===== src/rtl/spirp_cfg.svh =====
// Purpose : Constants for the serial register port (offsets, fields, resets, frame sizes)
// Assumes : Included by the port logic and its checker, by bare name
// Notes   : Definitions only, no logic
`ifndef SPIRP_CFG_SVH
`define SPIRP_CFG_SVH

// Register address width and data width of one frame byte
`define SPIRP_ADDR_W         7
`define SPIRP_DATA_W         8
// Last bit index within one byte of a frame
`define SPIRP_LAST_BIT       3'h7
// Register that holds the three-wire enable bit
`define SPIRP_ADDR_IFCONF    7'h34
// Bit position of the three-wire enable within that register
`define SPIRP_POS_THREE_WIRE 2
// Burst reads starting here do not advance the address
`define SPIRP_ADDR_FIFO_OUT  7'h3F
// Reset values
`define SPIRP_RST_THREE_WIRE 1'b0
`define SPIRP_RST_ADDR       7'h00
`define SPIRP_RST_BYTE       8'h00
// Synchroniser depth for pins from outside the clock domain
`define SPIRP_SYNC_STAGES    2

`endif


===== src/rtl/spirp_pkg.sv =====
// Purpose : Types for the serial register port
// Assumes : Used by scoped name only, never imported
// Notes   : Constants live in spirp_cfg.svh
package spirp_pkg;

  // Frame sequencer states
  typedef enum logic [2:0] {
    SPIRP_ST_IDLE,
    SPIRP_ST_CTRL,
    SPIRP_ST_WDATA,
    SPIRP_ST_RDATA,
    SPIRP_ST_HOLD
  } spirp_state_t;

  // Clock mode caught at the start of a frame
  typedef enum logic {
    SPIRP_MODE_00,
    SPIRP_MODE_11
  } spirp_mode_t;

endpackage


===== src/rtl/spirp_sync.sv =====
// Purpose : Two-flop synchroniser for a group of asynchronous pins
// Assumes : Each bit is an independent level; no word coherence across bits
// Notes   : First stage is read by the second stage only
`timescale 1ns/1ns
`include "spirp_cfg.svh"

module spirp_sync #(
  parameter int WIDTH = 4
) (
  input  wire logic             clk,   // System clock
  input  wire logic             nrst,  // Async reset, active low
  input  wire logic [WIDTH-1:0] d,     // Asynchronous levels
  output logic      [WIDTH-1:0] q      // Synchronised levels
);

  // Refuse a width the logic cannot serve
  if (WIDTH < 1) begin : g_bad_width
    $error("spirp_sync: WIDTH must be at least 1");
  end

  logic [WIDTH-1:0] meta_q;

  // Both stages reset to zero; the pins settle within two edges after release
  always_ff @(posedge clk or negedge nrst) begin
    if (!nrst) begin
      meta_q <= '0;
      q      <= '0;
    end else begin
      meta_q <= d;
      q      <= meta_q;
    end
  end

endmodule


===== src/rtl/spirp_top.sv =====
// Purpose : Serial slave port giving a host master access to the byte-wide register map
// Assumes : clk at 125 MHz, far faster than the serial clock; register file answers in-cycle
// Notes   : Serial clock and chip select are oversampled, not used as clocks
//           Read strobe also fires after the last burst byte, as a prefetch
//
// Overview of operation
// Select pin low enables port, high disables
// Four-wire: output, input, select, clock pins
// Starts four-wire; enable bit switches three-wire
// Modes 00/11, picked by clock at select
// Sixteen-bit frame: control byte then data
// Master frames with select and drives clock
// Change data on falling, sample on rising
// Data output stays released during writes
// First control bit: zero write, one read
// Seven address bits then eight data bits
// Burst read needs one control byte only
// Address advances after each byte read
// Three-wire: input pin is shared data line
// Three-wire keeps same frame and edges
// Master idles between writes: 2/450 us
// Burst from FIFO output address never advances
// Three-wire drives line only in read data
// Select rising mid-frame aborts, drops partial write
`timescale 1ns/1ns
`include "spirp_cfg.svh"

module spirp_top #(
  parameter int ADDR_W = `SPIRP_ADDR_W,
  parameter int DATA_W = `SPIRP_DATA_W
) (
  input  wire logic              clk,                 // System clock, 125 MHz
  input  wire logic              nrst,                // Async reset, active low
  input  wire logic              protocol_select_pin, // Low selects this port
  input  wire logic              chip_select_n,       // Frame select, active low
  input  wire logic              shared_clock_pin,    // Serial clock from master
  input  wire logic              shared_data_in,      // Data pin, input side
  output logic                   shared_data_out,     // Data pin, output side
  output logic                   shared_data_oe,      // Data pin drive enable
  output logic                   data_out_pin,        // Four-wire data output
  output logic                   data_out_oe,         // Four-wire output enable
  output logic [ADDR_W-1:0]      reg_addr,            // Register address
  output logic [DATA_W-1:0]      reg_wdata,           // Register write data
  output logic                   reg_wr,              // Write strobe, one cycle
  output logic                   reg_rd,              // Read strobe, one cycle
  input  wire logic [DATA_W-1:0] reg_rdata,           // Read data, valid with reg_rd
  output logic                   three_wire_enable,   // Three-wire configuration
  output logic                   clock_mode_11        // Mode caught at frame start
);

  // Refuse widths the frame format cannot carry
  if (ADDR_W + 1 != DATA_W || DATA_W != `SPIRP_DATA_W) begin : g_bad_width
    $error("spirp_top: frame needs ADDR_W+1 == DATA_W == 8");
  end

  // Next burst address; the FIFO output address is drained in place
  function automatic logic [ADDR_W-1:0] next_addr(input logic [ADDR_W-1:0] a,
                                                  input logic              hold);
    next_addr = hold ? a : a + {{(ADDR_W-1){1'b0}}, 1'b1};
  endfunction

  // Byte after one more sampled bit, first bit ending up on top
  function automatic logic [DATA_W-1:0] shift_in(input logic [DATA_W-1:0] b,
                                                 input logic              bit_in);
    shift_in = {b[DATA_W-2:0], bit_in};
  endfunction

  // ---------------------------------------------------------------- pins
  logic [3:0] pins_s;
  logic       ps_s;
  logic       csn_s;
  logic       sck_s;
  logic       sdi_s;
  logic       csn_q;
  logic       sck_q;

  // All four pins come from the master's domain. Select is carried inverted,
  // so the zero that the stages hold in reset reads as deselected: no false
  // frame start while the stages fill after reset release
  spirp_sync #(
    .WIDTH (4)
  ) u_sync (
    .clk  (clk),
    .nrst (nrst),
    .d    ({protocol_select_pin, ~chip_select_n, shared_clock_pin, shared_data_in}),
    .q    (pins_s)
  );

  assign ps_s  = pins_s[3];
  assign csn_s = ~pins_s[2];                      // Back to active-low sense
  assign sck_s = pins_s[1];
  assign sdi_s = pins_s[0];

  // Delayed copies for edge finding; select copy resets high so no false select edge
  always_ff @(posedge clk or negedge nrst) begin
    if (!nrst) begin
      csn_q <= 1'b1;
      sck_q <= 1'b0;
    end else begin
      csn_q <= csn_s;
      sck_q <= sck_s;
    end
  end

  // ---------------------------------------------------------------- decode
  logic port_en;
  logic frame_on;
  logic frame_start;
  logic sck_rise;
  logic sck_fall;
  logic byte_done;

  assign port_en     = ~ps_s;
  assign frame_on    = port_en & ~csn_s;
  assign frame_start = port_en & ~csn_s & csn_q;
  // Edges only count inside a frame, so idle clock wiggles are ignored
  assign sck_rise    = frame_on & sck_s & ~sck_q;
  assign sck_fall    = frame_on & ~sck_s & sck_q;

  // ---------------------------------------------------------------- sequencer
  spirp_pkg::spirp_state_t st_q;
  spirp_pkg::spirp_state_t st_d;
  logic [2:0]              bit_cnt_q;
  logic [DATA_W-1:0]       rx_q;
  logic [DATA_W-1:0]       rx_next;
  logic [DATA_W-1:0]       tx_q;
  logic                    hold_addr_q;

  assign rx_next   = shift_in(rx_q, sdi_s);
  assign byte_done = sck_rise & (bit_cnt_q == `SPIRP_LAST_BIT);

  // State decodes, read by the register side and the transmit logic
  logic in_ctrl;
  logic in_wdata;
  logic in_rdata;

  assign in_ctrl   = (st_q == spirp_pkg::SPIRP_ST_CTRL);
  assign in_wdata  = (st_q == spirp_pkg::SPIRP_ST_WDATA);
  assign in_rdata  = (st_q == spirp_pkg::SPIRP_ST_RDATA);

  // Next state; select high or port disabled always wins
  always_comb begin
    st_d = st_q;
    if (!frame_on) begin
      st_d = spirp_pkg::SPIRP_ST_IDLE;
    end else begin
      case (st_q)
        spirp_pkg::SPIRP_ST_IDLE: begin
          if (frame_start) begin
            st_d = spirp_pkg::SPIRP_ST_CTRL;
          end
        end
        spirp_pkg::SPIRP_ST_CTRL: begin
          if (byte_done) begin
            // First bit of the control byte picks the direction
            st_d = rx_next[DATA_W-1] ? spirp_pkg::SPIRP_ST_RDATA
                                     : spirp_pkg::SPIRP_ST_WDATA;
          end
        end
        spirp_pkg::SPIRP_ST_WDATA: begin
          if (byte_done) begin
            st_d = spirp_pkg::SPIRP_ST_HOLD;
          end
        end
        spirp_pkg::SPIRP_ST_RDATA: st_d = spirp_pkg::SPIRP_ST_RDATA;
        spirp_pkg::SPIRP_ST_HOLD:  st_d = spirp_pkg::SPIRP_ST_HOLD;
        default:                   st_d = spirp_pkg::SPIRP_ST_IDLE;
      endcase
    end
  end

  always_ff @(posedge clk or negedge nrst) begin
    if (!nrst) begin
      st_q <= spirp_pkg::SPIRP_ST_IDLE;
    end else begin
      st_q <= st_d;
    end
  end

  // Bit counter and receive shifter; cleared at every frame start
  always_ff @(posedge clk or negedge nrst) begin
    if (!nrst) begin
      bit_cnt_q <= 3'h0;
      rx_q      <= `SPIRP_RST_BYTE;
    end else if (frame_start || !frame_on) begin
      bit_cnt_q <= 3'h0;
      rx_q      <= `SPIRP_RST_BYTE;
    end else if (sck_rise) begin
      bit_cnt_q <= bit_cnt_q + 3'h1;
      rx_q      <= rx_next;
    end
  end

  // Clock mode is the serial clock level seen as select falls
  always_ff @(posedge clk or negedge nrst) begin
    if (!nrst) begin
      clock_mode_11 <= 1'b0;
    end else if (frame_start) begin
      clock_mode_11 <= sck_s;
    end
  end

  // ---------------------------------------------------------------- register side
  logic ctrl_done;
  logic wr_done;
  logic rd_next;
  logic is_write_ctrl;
  logic cfg_hit;

  assign ctrl_done     = in_ctrl & byte_done;
  assign is_write_ctrl = ~rx_next[DATA_W-1];
  assign wr_done       = in_wdata & byte_done;
  assign rd_next       = in_rdata & byte_done;
  // Block snoops its own write to the interface config register
  assign cfg_hit       = wr_done & (reg_addr == `SPIRP_ADDR_IFCONF);

  // Address: taken from the control byte, then advanced per byte read except at the FIFO output address
  always_ff @(posedge clk or negedge nrst) begin
    if (!nrst) begin
      reg_addr    <= `SPIRP_RST_ADDR;
      hold_addr_q <= 1'b0;
    end else if (ctrl_done) begin
      reg_addr    <= rx_next[ADDR_W-1:0];
      hold_addr_q <= (rx_next[ADDR_W-1:0] == `SPIRP_ADDR_FIFO_OUT);
    end else if (rd_next) begin
      reg_addr    <= next_addr(reg_addr, hold_addr_q);
    end
  end

  // Strobes; a write strobe only after all eight data bits, so a cut frame writes nothing
  always_ff @(posedge clk or negedge nrst) begin
    if (!nrst) begin
      reg_wr    <= 1'b0;
      reg_rd    <= 1'b0;
      reg_wdata <= `SPIRP_RST_BYTE;
    end else begin
      reg_wr <= wr_done;
      reg_rd <= (ctrl_done & ~is_write_ctrl) | rd_next;
      if (wr_done) begin
        reg_wdata <= rx_next;
      end
    end
  end

  // Three-wire enable mirrors the bit written to the interface config register
  always_ff @(posedge clk or negedge nrst) begin
    if (!nrst) begin
      three_wire_enable <= `SPIRP_RST_THREE_WIRE;
    end else if (cfg_hit) begin
      three_wire_enable <= rx_next[`SPIRP_POS_THREE_WIRE];
    end
  end

  // ---------------------------------------------------------------- transmit
  logic rd_phase;
  logic tx_load;
  logic out4_off;
  logic out3_off;

  assign rd_phase = in_rdata;
  // Line release; a write frame never reaches the read phase
  assign out4_off = ~frame_on | three_wire_enable | ~rd_phase;
  assign out3_off = ~frame_on | ~three_wire_enable | ~rd_phase;
  // Register file answers in the strobe cycle; the next falling edge is far later
  assign tx_load  = reg_rd;

  // Transmit shifter, first bit out is the top bit
  // Mode 00 ends with one more falling edge; that last shift is never sent
  always_ff @(posedge clk or negedge nrst) begin
    if (!nrst) begin
      tx_q <= `SPIRP_RST_BYTE;
    end else if (tx_load) begin
      tx_q <= reg_rdata;
    end else if (rd_phase && sck_fall) begin
      tx_q <= {tx_q[DATA_W-2:0], 1'b0};
    end
  end

  // Four-wire output: driven only during read data bytes, released otherwise
  always_ff @(posedge clk or negedge nrst) begin
    if (!nrst) begin
      data_out_pin <= 1'b0;
      data_out_oe  <= 1'b0;
    end else if (out4_off) begin
      data_out_oe  <= 1'b0;
    end else if (sck_fall) begin
      data_out_pin <= tx_q[DATA_W-1];
      data_out_oe  <= 1'b1;
    end
  end

  // Three-wire shared line: driven only in read data, released when select rises
  always_ff @(posedge clk or negedge nrst) begin
    if (!nrst) begin
      shared_data_out <= 1'b0;
      shared_data_oe  <= 1'b0;
    end else if (out3_off) begin
      shared_data_oe  <= 1'b0;
    end else if (sck_fall) begin
      shared_data_out <= tx_q[DATA_W-1];
      shared_data_oe  <= 1'b1;
    end
  end

endmodule


===== config.mk =====
export PLATFORM = sky130hd
export DESIGN_NAME = spirp_top
export DESIGN_NICKNAME = d
export VERILOG_FILES = /design/src/rtl/spirp_pkg.sv /design/src/rtl/spirp_sync.sv /design/src/rtl/spirp_top.sv
export VERILOG_INCLUDE_DIRS = /design/src /design/src/rtl
export SDC_FILE = /design/constraint.sdc
export NUM_CORES = 1
export LEC_CHECK = 0
export BUFFER_PORTS_ARGS = -buffer_cell sky130_fd_sc_hd__buf_4
export CAP_MARGIN = 10
export CORE_MARGIN = 4
export CORE_UTILIZATION = 50
export CTS_BUF_LIST = sky130_fd_sc_hd__clkbuf_8 sky130_fd_sc_hd__clkbuf_16
export CTS_CLUSTER_DIAMETER = 40
export DETAILED_ROUTE_END_ITERATION = 7
export PLACE_DENSITY = 0.85
export SLEW_MARGIN = 20
export SYNTH_ARGS = -nofsm -noshare
export SYNTH_HDL_FRONTEND = slang
export SYNTH_SLANG_ARGS = --single-unit

===== constraint.sdc =====
create_clock -name clk -period 2.1 [get_ports clk]
set_clock_uncertainty 0.1 [all_clocks]
set_input_delay 0.105 -clock clk [delete_from_list [all_inputs] [get_ports clk]]
set_output_delay 0.105 -clock clk [all_outputs]
set_load 0.03 [all_outputs]

==> results.md, run 1 <==
* Distinct cell type count after synthesis at 41
* Number of clock sinks at 55
* Number of register bits inferred by synthesis at 55
* Number of vias per cell at 5.58
* Final GP Congestion at 0.865
* Number of cells traversed by the worst register-to-register path at 6
* Proportion of register bits with asynchronous set or reset after synthesis at 1.00
* Worst min path class: reg2reg
* Number of global-route vias before repair at 1796
* RR Startpoint: bit_cnt_q[0]
* Buffers and inverters on the worst path at 0
* Wire length on met3 at 261 µm
* EDFF count, synth at 0
* Total half-perimeter wirelength after legalization and detailed placement at 3.50 mm
* Chip width at 77.2 µm
* Setup violations, final at 0
* Element type at the critical path start: flop
* Post-Syn Nets at 238
* Number of DRC markers in iteration 0 at 192
* GRT Util Overall at 0.178
* Filler cell count in the final layout at 345
* Critical Path, Cell by Cell: ha_2, ha_4, nand4b_1, or4_4, nor4_4, mux2_1
* Max-cap violations at 0
* Synthesis Warnings at 0
* Critical path data required time at 2.19 ns
* Slowest stage cell, crit path: sky130_fd_sc_hd__or4_4
* Starting density of the core at 0.531
* Die Ht at 77.2 µm
* Top layer in use: met4
* Placement Rows at 24
* Port-buffer cells at 36
* Routed wire length on met2 at 2.57 mm
* Number of remaining DRC errors at 0
* Reg-to-reg slack, setup at 0.12 ns
* Power per standard cell area at 589 mW/mm²
* Cell count after synthesis at 220
* Area of combinational cells with multiple inputs at 978 µm²
* Nets at 293
* Instance area at placement at 0.00276 mm²
* Sequential share of the synthesized area at 0.576
* Normalized max-slew margin at 0.550
* Post-layout instance area at 0.00300 mm²
* Critical path fanouts, max at 3
* Number of vias after detailed routing at 1830
* TritonCTS clock tree: built
* Fraction of final layout cells with drive strength greater than 1 at 0.236
* Ports at 37
* Number of iterations in the first detailed-routing pass at 4
* Remaining number of nets flagged by the antenna check after routing at 0
* Cell at the root of the clock tree: sky130_fd_sc_hd__clkbuf_8
* Number of antenna violations at the first check in global routing at 0
* Most used flip-flop cell after synthesis: sky130_fd_sc_hd__dfrtp_1
* Routed Wire Length at 5.02 mm
* Mean area per synthesized cell at 10.9 µm²
* Largest stage delay, worst path at 0.46 ns
* Most frequent standard cell in the layout excluding fill and tap cells: sky130_fd_sc_hd__dfrtp_1
* Number of H-tree levels at 2
* Worst Hold Margin at 0.259 ns
* Commonest non-fill, non-tap cells in the layout: 54 x sky130_fd_sc_hd__dfrtp_1, 43 x sky130_fd_sc_hd__buf_4, 34 x sky130_fd_sc_hd__nand2_1
* Min-Delay Startpoint: u_sync.meta_q[0]
* Instance count on the critical path at 6
* Area grow syn2layout at 25.5%
* Crit end category: flop
* Met1 routed wirelength after detailed routing at 2.12 mm
* Clock slew at the register clock pins of the worst setup and hold paths at 0.09 ns
* Hold Path End: u_sync.q[0]
* Number of max-slew violations in the final report at 0
* Total overflow reported by the global router at 0
* Worst EP arrival at 2.07 ns
* Final period demand of the worst path at 1.98 ns
* Maximum number of pins on one net before global-route repair at 56
* Global-route wire length before repair at 8.47 mm
* Unrepaired setup endpoints after global routing: false
* Clock network latency to the later pin of the worst-skew pair at 0.31 ns
* Crit share post-route at 0.942
* Result of the run: completed
* Total leakage power at 0.00142 µW
* Peak VDD IR at 505 µV
* Capture point of the worst reg-to-reg path: three_wire_enable
* Max Root-Sink Buffers at 2
* Crit path max-delay family: simple AND/OR/NAND/NOR gates
* Die ar. at 0.00595 mm²
* Post-synthesis instance area at 0.00239 mm²
* FF+latch area at 0.00138 mm²
* WS Path Type: reg2reg
* Hold path cells at 0
* Aggregate negative setup slack at 0 ns
* Final Hold Viols at 0
* Transition time at the pin with the least slew margin at 0.675 ns
* Area of the core at 0.00450 mm²
* Number of buffers inserted during clock tree synthesis at 5
* Maximum frequency from static timing analysis at 0.505 GHz
* Mean routed wirelength per cell at 15.3 µm
[cells in the mapped netlist (2+ instances only)]
cell	n	area share
sky130_fd_sc_hd__a2111oi_0	2	0.0073
sky130_fd_sc_hd__a21oi_1	28	0.059
sky130_fd_sc_hd__a2bb2oi_1	2	0.0073
sky130_fd_sc_hd__clkbuf_1	7	0.011
sky130_fd_sc_hd__dfrtp_1	54	0.57
sky130_fd_sc_hd__ha_1	4	0.021
sky130_fd_sc_hd__inv_1	7	0.011
sky130_fd_sc_hd__mux2_1	10	0.047
sky130_fd_sc_hd__mux2_2	4	0.019
sky130_fd_sc_hd__mux2i_1	6	0.025
sky130_fd_sc_hd__nand2_1	34	0.053
sky130_fd_sc_hd__nand2b_1	2	0.0052
sky130_fd_sc_hd__nand3_1	3	0.0063
sky130_fd_sc_hd__nand3b_1	2	0.0063
sky130_fd_sc_hd__nand4_1	2	0.0052
sky130_fd_sc_hd__nor2_1	9	0.014
sky130_fd_sc_hd__nor2b_1	7	0.018
sky130_fd_sc_hd__nor3_1	9	0.019
sky130_fd_sc_hd__o21ai_0	3	0.0063
sky130_fd_sc_hd__or2_2	3	0.0079
sky130_fd_sc_hd__or3_1	2	0.0052
[report_power, final]
group	switching (µW)	internal [µW]	leakage (µW)	total [µW]
Sequential	12.4	1070	0.000705	1090
Combinational	51.1	46.5	0.000665	97.6
Clock	324	260	0.0000471	584
Total	388	1380	0.00142	1770
[timing repair]
| action | CTS | global route |
|---|---|---|
| setup buffers | 0 | 0 |
| endpoints found under the hold margin | 66 | 0 |
| endpoints found under the setup margin | 0 | 11 |
| resized for setup | 0 | 4 |
| hold buffers | 13 | 0 |
[per-layer routing]
layer  GRT usage  vias up
met5           0        -
met4      0.0587        0
met3      0.0457        5
met2       0.293       39
met1       0.230      913
li1            -      873
[cells by family (layout without fill, tap and decap cells)]
group / Yosys count / after routing / share of synthesized area
xor+xnor: 1 / 1 / 0.00366
flops: 55 / 55 / 0.576
fa+ha+maj: 4 / 4 / 0.0209
compound gates: 40 / 40 / 0.0958
buf+inv: 16 / 71 / 0.0267
simple gates: 84 / 84 / 0.186
mux: 20 / 20 / 0.0911
other cells: 0 / 1 / 0
[worst max path at each step]
stage	end	slack [ns]	startpoint
4_1_cts	reg_wdata[3]	0.04	bit_cnt_q[0]
2_1_floorplan	three_wire_enable	0.1	bit_cnt_q[0]
5_1_grt	three_wire_enable	0.01	bit_cnt_q[0]
6_report	three_wire_enable	0.12	bit_cnt_q[0]
3_5_place_dp	reg_wdata[3]	0.06	bit_cnt_q[0]
3_3_place_gp	reg_wdata[2]	0.11	bit_cnt_q[0]
[sequential cells by signal, summed over array words and instances (netlist names)]
| register | flops |
|---|---|
| three_wire_enable | 1 |
| u_sync.q | 4 |
| data_out_pin | 1 |
| u_sync.meta_q | 4 |
| csn_q | 1 |
| reg_wdata | 8 |
| sck_q | 1 |
| reg_wr | 1 |
| rx_q | 7 |
| clock_mode_11 | 1 |
| shared_data_oe | 1 |
| data_out_oe | 1 |
| st_q | 3 |
| reg_rd | 1 |
| tx_q | 8 |
| reg_addr | 7 |
| bit_cnt_q | 3 |
| shared_data_out | 1 |
| hold_addr_q | 1 |
[layout make-up]
| class | instances | area share |
|---|---|---|
| sequential | 55 | 0.459 |
| timing repair buffer | 57 | 0.155 |
| clock buffer | 6 | 0.0275 |
| tap | 52 | 0.0217 |
| multi-input combinational | 149 | 0.326 |
| antenna | 1 | 0.000834 |
| clock inverter | 1 | 0.00167 |
| inverter | 7 | 0.00875 |
[per-stage QoR]
stage / instances / util / power (µW) / setup WS, ns
global placement: 307 / 0.614 / 1180 / 0.108
floorplan: 220 / - / 1130 / 0.0961
global route: 327 / 0.666 / 1840 / 0.0109
detailed placement: 307 / 0.614 / 1190 / 0.0590
finish: 328 / 0.666 / 1770 / 0.121
CTS: 327 / 0.662 / 1780 / 0.0438
Power figures use the tool's default switching activity.
==> inputs of run 2 (changes only) <==
Settings changed: CORE_UTILIZATION 50 to 40, PLACE_DENSITY 0.85 to 0.73.
==> run 2 against run 1 <==
  * Clock power down 6.5%
  * Combinational power down 1%
  * Critical endpoint is now reg_wdata[7]
  * Flip-flop and latch count unchanged
  * First-iteration DRC count down 63%
  * Via count down 1.5%
  * Final cell count up 6.1%
  * Maximum frequency down 1.5%
  * Largest cell class unchanged
  * Hold slack worse by 0.0059 ns
==> results.md, run 2 (synthesized netlist as in run 1, its figures left out) <==
* Routed Wire Length at 4.81 mm (was 5.02 mm)
* WS Path Type: reg2reg (unchanged)
* Maximum frequency from static timing analysis at 0.498 GHz (was 0.505 GHz)
* Port-buffer cells at 36 (unchanged)
* Number of vias per cell at 5.18 (was 5.58)
* Maximum number of pins on one net before global-route repair at 56 (unchanged)
* Setup violations, final at 0 (unchanged)
* Crit share post-route at 0.957 (was 0.942)
* Number of DRC markers in iteration 0 at 72 (was 192)
* Normalized max-slew margin at 0.557 (was 0.550)
* Number of clock sinks at 55 (unchanged)
* Largest stage delay, worst path at 0.45 ns (was 0.46 ns)
* Transition time at the pin with the least slew margin at 0.665 ns (was 0.675 ns)
* Unrepaired setup endpoints after global routing: false (unchanged)
* Buffers and inverters on the worst path at 1 (was 0)
* Total overflow reported by the global router at 0 (unchanged)
* Power per standard cell area at 575 mW/mm² (was 589 mW/mm²)
* Number of H-tree levels at 2 (unchanged)
* Number of remaining DRC errors at 0 (unchanged)
* Post-layout instance area at 0.00301 mm² (was 0.00300 mm²)
* Largest registers: reg_wdata (8), tx_q (8) (unchanged)
* Max Root-Sink Buffers at 2 (unchanged)
* Area grow syn2layout at 25.8% (was 25.5%)
* Cell at the root of the clock tree: sky130_fd_sc_hd__clkbuf_8 (unchanged)
* Die ar. at 0.00728 mm² (was 0.00595 mm²)
* Number of antenna violations at the first check in global routing at 0 (unchanged)
* Critical Path, Cell by Cell: ha_2, ha_4, nand4b_1, or4_4, buf_4, mux2_1 (was ha_2, ha_4, nand4b_1, or4_4, nor4_4, mux2_1)
* Mean routed wirelength per cell at 13.8 µm (was 15.3 µm)
* Worst min path class: reg2reg (unchanged)
* Final GP Congestion at 0.806 (was 0.865)
* Ports at 37 (unchanged)
* Final Non-Filler Cells at 348 (was 328)
* Final Hold Viols at 0 (unchanged)
* Fraction of final layout cells with drive strength greater than 1 at 0.228 (was 0.236)
* RR Startpoint: bit_cnt_q[0] (unchanged)
* Clock slew at the register clock pins of the worst setup and hold paths at 0.09 ns (about the same)
* Cells after DPL at 327 (was 307)
* Destination of the critical timing path: reg_wdata[7] (was three_wire_enable)
* Post-placement worst setup slack at 0.0618 ns (was 0.0590 ns)
* Number of vias after detailed routing at 1802 (was 1830)
* Area of the core at 0.00564 mm² (was 0.00450 mm²)
* Instance count on the critical path at 6 (unchanged)
* Number of global-route vias before repair at 1771 (was 1796)
* Slowest stage cell, crit path: sky130_fd_sc_hd__or4_4 (unchanged)
* Instance area at placement at 0.00279 mm² (was 0.00276 mm²)
* Clock network latency to the later pin of the worst-skew pair at 0.30 ns (was 0.31 ns)
* Total half-perimeter wirelength after legalization and detailed placement at 3.46 mm (was 3.50 mm)
* Max-cap violations at 0 (unchanged)
* Global-route wire length before repair at 8.35 mm (was 8.47 mm)
* Worst EP arrival at 2.09 ns (was 2.07 ns)
* Number of max-slew violations in the final report at 0 (unchanged)
* Min-Delay Startpoint: u_sync.meta_q[3] (was u_sync.meta_q[0])
* Result of the run: completed (unchanged)
* Commonest non-fill, non-tap cells in the layout: 54 x sky130_fd_sc_hd__dfrtp_1, 44 x sky130_fd_sc_hd__buf_4, 34 x sky130_fd_sc_hd__nand2_1 (was 54 x sky130_fd_sc_hd__dfrtp_1, 43 x sky130_fd_sc_hd__buf_4, 34 x sky130_fd_sc_hd__nand2_1)
* Number of cells traversed by the worst register-to-register path at 6 (unchanged)
* Crit path max-delay family: simple AND/OR/NAND/NOR gates (unchanged)
* Capture point of the worst reg-to-reg path: reg_wdata[7] (was three_wire_enable)
* Nets at 293 (unchanged)
* Die Ht at 85.3 µm (was 77.2 µm)
* Remaining number of nets flagged by the antenna check after routing at 0 (unchanged)
* TritonCTS clock tree: built (unchanged)
* Most frequent standard cell in the layout excluding fill and tap cells: sky130_fd_sc_hd__dfrtp_1 (unchanged)
* Critical path fanouts, max at 9 (was 3)
* Worst Setup Slack, final at 0.0912 ns (was 0.121 ns)
* Aggregate negative setup slack at 0 ns (unchanged)
* Final period demand of the worst path at 2.01 ns (was 1.98 ns)
* Reg-to-reg slack, setup at 0.09 ns (was 0.12 ns)
* GRT Util Overall at 0.140 (was 0.178)
* Number of buffers inserted during clock tree synthesis at 5 (unchanged)
* Total leakage power at 0.00141 µW (was 0.00142 µW)
* Placement Rows at 27 (was 24)
* Crit end category: flop (unchanged)
* Chip width at 85.3 µm (was 77.2 µm)
* Filler cell count in the final layout at 505 (was 345)
* Peak VDD IR at 305 µV (was 505 µV)
* Number of iterations in the first detailed-routing pass at 4 (unchanged)
* Antenna diode instance count at 0 (was 1)
* Element type at the critical path start: flop (unchanged)
* Timing startpoint of the critical path: bit_cnt_q[0] (unchanged)
* Starting density of the core at 0.424 (was 0.531)
* Critical path data required time at 2.18 ns (was 2.19 ns)
[run 2: routing by layer]
metal / part of all wire / track usage / wire length, µm / vias to the layer above
met5: 0 / 0 / 0 / -
met1: 0.47 / 0.189 / 2240 / 878
li1: - / - / - / 879
met2: 0.48 / 0.222 / 2300 / 34
met4: 0.014 / 0.0417 / 67 / 0
met3: 0.041 / 0.0350 / 198 / 11
[run 2: per-stage QoR]
step                utilization  hold slack (ns)  total power (µW)
floorplan                     -           -0.291              1130
finish                    0.533            0.253              1730
CTS                       0.532            0.256              1750
global route              0.533            0.260              1810
detailed placement        0.494           0.0912              1190
global placement          0.494           0.0925              1180
[run 2: what timing repair did]
| item | 4_1_cts | 5_1_grt |
|---|---|---|
| resized for setup | 0 | 1 |
| hold buffers | 13 | 0 |
| setup buffers | 0 | 0 |
| hold endpoints to repair | 66 | 0 |
| setup endpoints to repair | 0 | 9 |
[run 2: worst min-delay path by stage]
| stage | endpoint | slack, ns | cells after the start |
|---|---|---|---|
| floorplan | bit_cnt_q[0] | -0.29 | 0 |
| global placement | reg_wdata[1] | 0.09 | 1 |
| detailed placement | reg_wdata[1] | 0.09 | 1 |
| CTS | u_sync.q[0] | 0.26 | 0 |
| global route | u_sync.q[1] | 0.26 | 0 |
| finish | u_sync.q[3] | 0.25 | 0 |
[run 2: final cells by class]
type / count / area [µm²] / share of cell area
Tap cell: 72 / 90.1 / 0.0300
Multi-Input combinational cell: 149 / 968 / 0.322
Clock buffer: 5 / 68.8 / 0.0229
Timing Repair Buffer: 57 / 460 / 0.153
Sequential cell: 55 / 1380 / 0.458
Inverter: 7 / 26.3 / 0.00874
Clock inverter: 3 / 16.3 / 0.00541
[run 2: where the power goes]
part	internal [µW]	total [µW]	switching, µW
logic	46.5	96.6	50.1
registers	1070	1090	12.6
clock network	229	546	317
total	1350	1730	380
